<file path="config.mk">
export PLATFORM = sky130hd
export DESIGN_NAME = fll_top
export DESIGN_NICKNAME = d
export VERILOG_FILES = /design/src/rtl/fll_top.v /design/src/rtl/fll_latch.v
export VERILOG_INCLUDE_DIRS = /design/src /design/src/rtl
export SDC_FILE = /design/constraint.sdc
export NUM_CORES = 2
export LEC_CHECK = 0
export BUFFER_PORTS_ARGS = -buffer_cell sky130_fd_sc_hd__buf_4
export CAP_MARGIN = 5
export CORE_MARGIN = 2
export CORE_UTILIZATION = 56
export DETAILED_ROUTE_END_ITERATION = 7
export PLACE_DENSITY = 0.76
export SYNTH_ARGS = -nofsm -noshare
export SYNTH_HDL_FRONTEND = slang
export SYNTH_SLANG_ARGS = --single-unit
</file>
<file path="constraint.sdc">
create_clock -name CLK_SYS -period 4.15 [get_ports CLK_SYS]
set_input_delay 0.415 -clock CLK_SYS [delete_from_list [all_inputs] [get_ports CLK_SYS]]
set_output_delay 0.415 -clock CLK_SYS [all_outputs]
set_load 0.01 [all_outputs]
</file>
<file path="src/rtl/fll_consts.vh">
// constants for the flash latch load and row write sequencer
`ifndef FLL_CONSTS_VH
`define FLL_CONSTS_VH
`define FLL_ROW_BYTES      128
`define FLL_OP_LOAD        16'h0004
`define FLL_OP_WRITE       16'h0005
`define FLL_FIRST_KEY_BYTE           8'hB6
`define FLL_SECOND_KEY_BYTE_LOAD      8'hD7
`define FLL_SECOND_KEY_BYTE_WRITE     8'hD8
`define FLL_REQ_FLAG_BIT   31
`define FLL_PRIV_FLAG_BIT  28
`define FLL_OFF_LEN        32'h0000_0004
`define FLL_OFF_DATA       32'h0000_0008
`define FLL_ARG_RESET      32'h0000_0000
`define FLL_REQ_RESET      32'h0000_0000
`define FLL_ST_OK          32'hA000_0000
`define FLL_ST_FAIL        24'hF0_0000
`define FLL_ERR_KEY        8'h03
`define FLL_ERR_OPCODE     8'h04
`define FLL_ERR_PROTECT    8'h05
`define FLL_ERR_PUMP_CLK   8'h06
`endif

</file>
<file path="src/rtl/fll_top.v">
// flash latch load and row write call sequencer
// How it works
// - load length is one to 256 bytes
// - latch offset comes from word0 bits 23:16
// - latch keeps data until a program clears it
// - load call keys B6 D7, opcode 0004
// - word0 top byte selects flash array
// - length byte at offset 04, value plus one
// - data bytes fetched in order from offset 08
// - row write erases then programs the row
// - all-zero latch skips the programming phase
// - a completed row write clears the whole latch afterwards; a refused one leaves it
// - protected rows are refused and left untouched
// - row write keys B6 D8, row in 31:16, opcode 0005
// - completion clears elevated and call request flags
// - status A in top nibble or F00000YY
// - wrong oscillator pump clock aborts with status
`timescale 1ns/100ps
`include "fll_consts.vh"
module fll_top (
   // clock and reset
   input  wire        CLK_SYS,
   input  wire        RST_N,
   // call registers
   input  wire        ARG_WR,
   input  wire [31:0] ARG_WDATA,
   input  wire        REQ_WR,
   input  wire [31:0] REQ_WDATA,
   output reg  [31:0] ARG_RDATA_Q,
   output reg  [31:0] REQ_RDATA_Q,
   // sram read port
   output reg         SRAM_RD_Q,
   output reg  [31:0] SRAM_ADDR_Q,
   input  wire        SRAM_RVALID,
   input  wire [31:0] SRAM_RDATA,
   // oscillator status, asynchronous
   input  wire        PUMP_FROM_OSC,
   input  wire        OSC_AT_48MHZ,
   // flash macro
   output reg         FL_ERASE_GO_Q,
   output reg         FL_PROG_GO_Q,
   output reg  [15:0] FL_ROW_Q,
   output reg  [7:0]  FL_ARRAY_Q,
   input  wire        FL_DONE,
   input  wire        ROW_PROTECTED,
   input  wire [6:0]  FL_LATCH_ADDR,
   output wire [7:0]  FL_LATCH_DATA_Q
);
   localparam [2:0] S_IDLE = 3'd0;
   localparam [2:0] S_P0   = 3'd1;
   localparam [2:0] S_P1   = 3'd2;
   localparam [2:0] S_DW   = 3'd3;
   localparam [2:0] S_DB   = 3'd4;
   localparam [2:0] S_CK   = 3'd5;
   localparam [2:0] S_ER   = 3'd6;
   localparam [2:0] S_PG   = 3'd7;

   reg [2:0]  state_q, state_d;
   reg [31:0] arg_q, arg_d, req_q, req_d;
   reg        rd_q, rd_d, er_q, er_d, pg_q, pg_d;
   reg [31:0] addr_q, addr_d, wd_q, wd_d;
   reg [15:0] row_q, row_d;
   reg [7:0]  arr_q, arr_d, boff_q, boff_d, len_q, len_d, cnt_q, cnt_d;
   reg        lw_en, lclr;
   reg [1:0]  pump_s_q, osc_s_q;
   wire       latch_zero;
   wire       pump_bad;
   wire [7:0] cnt_nx;

   // oscillator bits come from another domain; first stage feeds only the second
   always @(posedge CLK_SYS or negedge RST_N) begin
      if (!RST_N) begin
         pump_s_q <= 2'b00;
         osc_s_q  <= 2'b00;
      end else begin
         pump_s_q <= {pump_s_q[0], PUMP_FROM_OSC};
         osc_s_q  <= {osc_s_q[0], OSC_AT_48MHZ};
      end
   end

   assign pump_bad = pump_s_q[1] & ~osc_s_q[1];
   assign cnt_nx   = cnt_q + 8'h01;

   function [31:0] fail_code;
      input [7:0] why;
      fail_code = {`FLL_ST_FAIL, why};
   endfunction

   always @* begin
      state_d = state_q;
      arg_d   = arg_q;
      req_d   = req_q;
      rd_d    = 1'b0;
      er_d    = 1'b0;
      pg_d    = 1'b0;
      addr_d  = addr_q;
      wd_d    = wd_q;
      row_d   = row_q;
      arr_d   = arr_q;
      boff_d  = boff_q;
      len_d   = len_q;
      cnt_d   = cnt_q;
      lw_en   = 1'b0;
      lclr    = 1'b0;
      case (state_q)
         S_IDLE: begin
            // register writes are ignored while a call runs
            if (ARG_WR) begin
               arg_d = ARG_WDATA;
            end
            if (REQ_WR) begin
               req_d = REQ_WDATA;
               if (REQ_WDATA[`FLL_REQ_FLAG_BIT]) begin
                  req_d[`FLL_PRIV_FLAG_BIT] = 1'b1;
                  rd_d    = 1'b1;
                  addr_d  = ARG_WR ? ARG_WDATA : arg_q;
                  state_d = S_P0;
               end
            end
         end
         S_P0: begin
            if (SRAM_RVALID) begin
               if (req_q[15:0] != `FLL_OP_LOAD && req_q[15:0] != `FLL_OP_WRITE) begin
                  arg_d   = fail_code(`FLL_ERR_OPCODE);
                  state_d = S_IDLE;
               end else if (SRAM_RDATA[7:0] != `FLL_FIRST_KEY_BYTE ||
                            SRAM_RDATA[15:8] != ((req_q[15:0] == `FLL_OP_LOAD) ?
                            `FLL_SECOND_KEY_BYTE_LOAD : `FLL_SECOND_KEY_BYTE_WRITE)) begin
                  arg_d   = fail_code(`FLL_ERR_KEY);
                  state_d = S_IDLE;
               end else if (req_q[15:0] == `FLL_OP_LOAD) begin
                  boff_d  = SRAM_RDATA[23:16];
                  arr_d   = SRAM_RDATA[31:24];
                  rd_d    = 1'b1;
                  addr_d  = arg_q + `FLL_OFF_LEN;
                  state_d = S_P1;
               end else begin
                  row_d   = SRAM_RDATA[31:16];
                  state_d = S_CK;
               end
            end
         end
         S_P1: begin
            if (SRAM_RVALID) begin
               len_d   = SRAM_RDATA[7:0] + 8'h01;
               cnt_d   = 8'h00;
               rd_d    = 1'b1;
               addr_d  = arg_q + `FLL_OFF_DATA;
               state_d = S_DW;
            end
         end
         S_DW: begin
            if (SRAM_RVALID) begin
               wd_d    = SRAM_RDATA;
               state_d = S_DB;
            end
         end
         S_DB: begin
            lw_en = 1'b1;
            cnt_d = cnt_nx;
            if (cnt_nx == len_q) begin
               arg_d   = `FLL_ST_OK;
               state_d = S_IDLE;
            end else if (cnt_q[1:0] == 2'b11) begin
               rd_d    = 1'b1;
               addr_d  = arg_q + `FLL_OFF_DATA + {24'h00_0000, cnt_nx};
               state_d = S_DW;
            end
         end
         S_CK: begin
            // row number has been on the flash port a cycle; protection is valid now
            if (pump_bad) begin
               arg_d   = fail_code(`FLL_ERR_PUMP_CLK);
               state_d = S_IDLE;
            end else if (ROW_PROTECTED) begin
               arg_d   = fail_code(`FLL_ERR_PROTECT);
               state_d = S_IDLE;
            end else begin
               er_d    = 1'b1;
               state_d = S_ER;
            end
         end
         S_ER: begin
            if (FL_DONE) begin
               if (latch_zero) begin
                  lclr    = 1'b1;
                  arg_d   = `FLL_ST_OK;
                  state_d = S_IDLE;
               end else begin
                  pg_d    = 1'b1;
                  state_d = S_PG;
               end
            end
         end
         S_PG: begin
            if (FL_DONE) begin
               lclr    = 1'b1;
               arg_d   = `FLL_ST_OK;
               state_d = S_IDLE;
            end
         end
         default: begin
            state_d = S_IDLE;
         end
      endcase
      if (state_q != S_IDLE && state_d == S_IDLE) begin
         req_d[`FLL_REQ_FLAG_BIT]  = 1'b0;
         req_d[`FLL_PRIV_FLAG_BIT] = 1'b0;
      end
   end

   always @(posedge CLK_SYS or negedge RST_N) begin
      if (!RST_N) begin
         state_q <= S_IDLE;
         arg_q   <= `FLL_ARG_RESET;
         req_q   <= `FLL_REQ_RESET;
         rd_q    <= 1'b0;
         er_q    <= 1'b0;
         pg_q    <= 1'b0;
         addr_q  <= 32'h0000_0000;
         wd_q    <= 32'h0000_0000;
         row_q   <= 16'h0000;
         arr_q   <= 8'h00;
         boff_q  <= 8'h00;
         len_q   <= 8'h00;
         cnt_q   <= 8'h00;
      end else begin
         state_q <= state_d;
         arg_q   <= arg_d;
         req_q   <= req_d;
         rd_q    <= rd_d;
         er_q    <= er_d;
         pg_q    <= pg_d;
         addr_q  <= addr_d;
         wd_q    <= wd_d;
         row_q   <= row_d;
         arr_q   <= arr_d;
         boff_q  <= boff_d;
         len_q   <= len_d;
         cnt_q   <= cnt_d;
      end
   end

   always @* begin
      ARG_RDATA_Q   = arg_q;
      REQ_RDATA_Q   = req_q;
      SRAM_RD_Q     = rd_q;
      SRAM_ADDR_Q   = addr_q;
      FL_ERASE_GO_Q = er_q;
      FL_PROG_GO_Q  = pg_q;
      FL_ROW_Q      = row_q;
      FL_ARRAY_Q    = arr_q;
   end

   // offset plus count wraps inside the row; bytes past 127 go on from byte 0
   fll_latch u_latch (
      .clk       (CLK_SYS),
      .rst_n     (RST_N),
      .wr_en     (lw_en),
      .wr_addr   (boff_q[6:0] + cnt_q[6:0]),
      .wr_data   (wd_q[{cnt_q[1:0], 3'b000} +: 8]),
      .clr       (lclr),
      .rd_addr   (FL_LATCH_ADDR),
      .rd_data_q (FL_LATCH_DATA_Q),
      .all_zero  (latch_zero)
   );
endmodule // fll_top

</file>
<file path="src/rtl/fll_latch.v">
// page latch buffer: byte write, bulk clear, registered read, zero detect
`timescale 1ns/100ps
`include "fll_consts.vh"
module fll_latch (
   // clock and reset
   input  wire       clk,
   input  wire       rst_n,
   // write and clear
   input  wire       wr_en,
   input  wire [6:0] wr_addr,
   input  wire [7:0] wr_data,
   input  wire       clr,
   // read
   input  wire [6:0] rd_addr,
   output reg  [7:0] rd_data_q,
   output reg        all_zero
);
   reg [7:0] mem_q [0:`FLL_ROW_BYTES-1];
   integer   i;
   integer   j;

   // contents stay put between calls; only a clear or a write touches them
   always @(posedge clk or negedge rst_n) begin
      if (!rst_n) begin
         for (i = 0; i < `FLL_ROW_BYTES; i = i + 1) begin
            mem_q[i] <= 8'h00;
         end
         rd_data_q <= 8'h00;
      end else begin
         rd_data_q <= mem_q[rd_addr];
         if (clr) begin
            for (i = 0; i < `FLL_ROW_BYTES; i = i + 1) begin
               mem_q[i] <= 8'h00;
            end
         end else if (wr_en) begin
            mem_q[wr_addr] <= wr_data;
         end
      end
   end

   always @* begin
      all_zero = 1'b1;
      // own loop index: the clocked process must stay the only driver of i
      for (j = 0; j < `FLL_ROW_BYTES; j = j + 1) begin
         if (mem_q[j] != 8'h00) begin
            all_zero = 1'b0;
         end
      end
   end
endmodule // fll_latch

</file>
==> results.yml <==
outcome:
  status: "finished, violations left"
  violations: "design-rule violations"
timing:
  fin_crit_ns: 4.11
  setup_tns_ns: 0
  worstMarginPinSlew_ns: 1.12
  slew_headroom: 0.249
  timing.fmax_mhz: 244
  period_share: 0.989
  final-hold-violation-count: 0
  finalClockSkew_ns: 0.0300
  rsz0062_at_grt: "no"
  finalSetupViolations: 0
  slew_violations: 0
layout:
  area_growth_pct: 17.4
  nets: 5261
  drive_gt1_frac: 0.247
  design_area_sq_um: 71800
  final_common_cell: "dfrtp_1"
  final_cell_mix: "dfrtp_1 (1217), a32o_1 (1038), buf_4 (538), mux4_2 (344), nor3_1 (302)"
  instances_no_fill: 6652
floorplan:
  dieArea_sq_um: 112000
  die_w_microns: 334
  fp.dieH_microns: 334
  core.rowCount: 121
  io_pins: 243
  core_area_sq_um: 109000
  start_util: 0.563
clock_tree:
  clkLatencyLatePin_ns: 0.80
  clockRootBuffer: "clkbuf_16"
  htree_levels: 4
  clockBufferDepth: 3
  post_cts_buffers: 0
  cts_tree: "yes"
  clock-sinks: 1217
  clkTransAtPathRegs_ns: 0.07
  cts_buffers: 133
synthesis:
  ys_types: 81
  synth_top_flop_cell: "dfrtp_1"
  syn_area_sq_um: 61100
  postSynthAreaPerCell_sq_um: 12.8
  synth_edf_count: 0
  synth_top_area_cell: "dfrtp_1"
  synth_nets: 4903
  synthCells: 4770
  yosysWarnings: 0
  ys_seq_elements: 1217
  async_reset_ff_frac: 1.00
  synth_area_leaders: "dfrtp_1 (50%), a32o_1 (17%), mux4_2 (13%)"
  seq_area_frac_synth: 0.498
  netlist.area_leader.share: 0.498
hold_path:
  min_to: "state_q[2]"
  whs_path_depth: 3
  hp-class: "in2reg"
  min_from: "FL_DONE"
global_route:
  globalRouteOverflowTotal: 0
  antenna_found_initial: 31
  grt_pass1_wl_microns: 370000
  grt_max_degree: 110
  grt_pass1_vias: 52100
  grt_use_total: 0.457
power:
  power_density_nw_per_um2: 542
  p_leak_uw: 0.0307
  ir_drop_uv: 746
setup_path:
  crit_chain: "nor4_1 > nand4_1 > nor4_1 > buf_4 > nand4_1 > nor4_2 > buf_4 > o2111ai_4 > buf_12 > buf_12 > a32o_1"
  timing.rr.start: "u_latch.mem_q[484]"
  critPathMaxStageDelay_ns: 0.71
  path_class: "reg2reg"
  start_kind: "flip-flop"
  crit_path_end_kind: "flip-flop"
  cp.required_ns: 4.81
  cp.arrival_ns: 4.76
  worstPathMaxFanout: 54
  critPathBufInv: 4
  crit_slowest_cell: "nor4_1"
  ff2ff_setup_slack_ns: 0.04
  r2r_cells: 11
  r2r_end: "u_latch.mem_q[681]"
  cp_top_family: "simple AND/OR/NAND/NOR gates"
  cp.depth: 11
drt:
  drt_drc_violations_left: 6
  dr.pass1.iters: 8
  drt_iter0_drc: 9481
  via_per_inst: 8.22
  via_count: 54700
  ant_nets: 0
  wire_per_inst_microns: 38.5
  routed_wl_microns: 256000
placed_design:
  io_buffers: 242
  placed_area_sq_um: 66300
  gp_congestion: 1.09
  detailedPlacementHpwl_microns: 184000
  dp_cells: 6310
run:
  max_cap_violations: 0
## sequential cells by signal (all words and copies together) (netlist names), 16 cells and up
signal	count
ARG_RDATA_Q	32
FL_ROW_Q	16
REQ_RDATA_Q	32
SRAM_ADDR_Q	32
u_latch.mem_q	1024
wd_q	32
## per-layer routing
layer  wire length (microns)  track usage  vias up
li1                        -            -    20800
met1                   86700        0.566    27500
met2                  109000        0.665     5030
met3                   38900        0.193     1278
met4                   21300        0.279       40
met5                     276            0        -
## worst register-to-register path, stage by stage (launching register included)
cell,delay [ns]
dfrtp_1,0.40
nor4_1,0.71
nand4_1,0.41
nor4_1,0.52
buf_4,0.25
nand4_1,0.12
nor4_2,0.25
buf_4,0.20
o2111ai_4,0.16
buf_12,0.29
buf_12,0.38
a32o_1,0.29
## power breakdown
group          switching [uW]  internal [uW]
Clock                    5260           7110
Combinational            7900           4600
Sequential               1240          12800
## synth_stat cells, types with 5 or more instances
cell type / instances
clkbuf_1: 348
buf_6: 41
o211ai_1: 10
dfrtp_1: 1217
nand4_1: 91
and4_1: 7
a221oi_1: 9
nor2_1: 76
nand4b_1: 7
buf_1: 39
nand2b_1: 5
buf_2: 49
a22o_1: 13
a21oi_1: 63
or4_1: 6
inv_1: 23
mux2_2: 91
and3_1: 17
nand3_1: 76
o22ai_1: 12
a211oi_1: 10
and2_1: 15
o31ai_1: 11
xor2_1: 32
mux2i_1: 20
nor3_1: 304
nor2b_1: 14
buf_4: 7
a31oi_1: 9
a22oi_1: 7
mux4_2: 344
a21o_1: 7
xnor2_1: 44
nor4_1: 281
o221ai_1: 7
ha_1: 19
a32o_1: 1038
or3_1: 7
o21ai_0: 60
nand2_1: 269
## layout make-up
class | instances | area (sq um)
Inverter | 24 | 90.1
Antenna cell | 8 | 20.0
Clock inverter | 49 | 669
Fill cell | 7882 | 36800
Sequential cell | 1217 | 30500
Tap cell | 1414 | 1770
Clock buffer | 188 | 3820
Multi-Input combinational cell | 3044 | 28500
Timing Repair Buffer | 708 | 6460
## repair_timing
item                                    4_1_cts  5_1_grt
endpoints found under the setup margin        0      427
hold buffers                                 97        0
resized for setup                             0        2
hold endpoints to repair                    220        0
## cells by family after synthesis
logic type      count (synthesis)  synth area share
xor+xnor                       81            0.0128
fa+ha+maj                      22           0.00471
buf+inv                       509            0.0378
compound gates               1292             0.197
flops                        1217             0.498
mux                           455             0.147
simple gates                 1194             0.102
## how the worst max path moves through the flow
stage,start,to,slack (ns)
2_1_floorplan,cnt_q[1],SRAM_ADDR_Q[31],0.94
3_3_place_gp,u_latch.mem_q[484],u_latch.mem_q[666],0.26
3_5_place_dp,u_latch.mem_q[484],u_latch.mem_q[681],0.30
4_1_cts,u_latch.mem_q[772],u_latch.mem_q[681],0.25
5_1_grt,u_latch.mem_q[772],u_latch.mem_q[690],0.04
6_report,u_latch.mem_q[484],u_latch.mem_q[681],0.04
## metrics by stage
stage	utilization	setup WS (ns)	total power (uW)	hold slack, ns
after floorplan	-	0.935	20200	0.119
after global placement	0.610	0.257	25900	0.332
after detailed placement	0.610	0.296	26100	0.342
after CTS	0.661	0.253	38300	0.0240
after global routing	0.661	0.0368	39900	0.0753
final	0.661	0.0443	38900	0.0391
No activity file was read; power rests on OpenSTA's default activity.
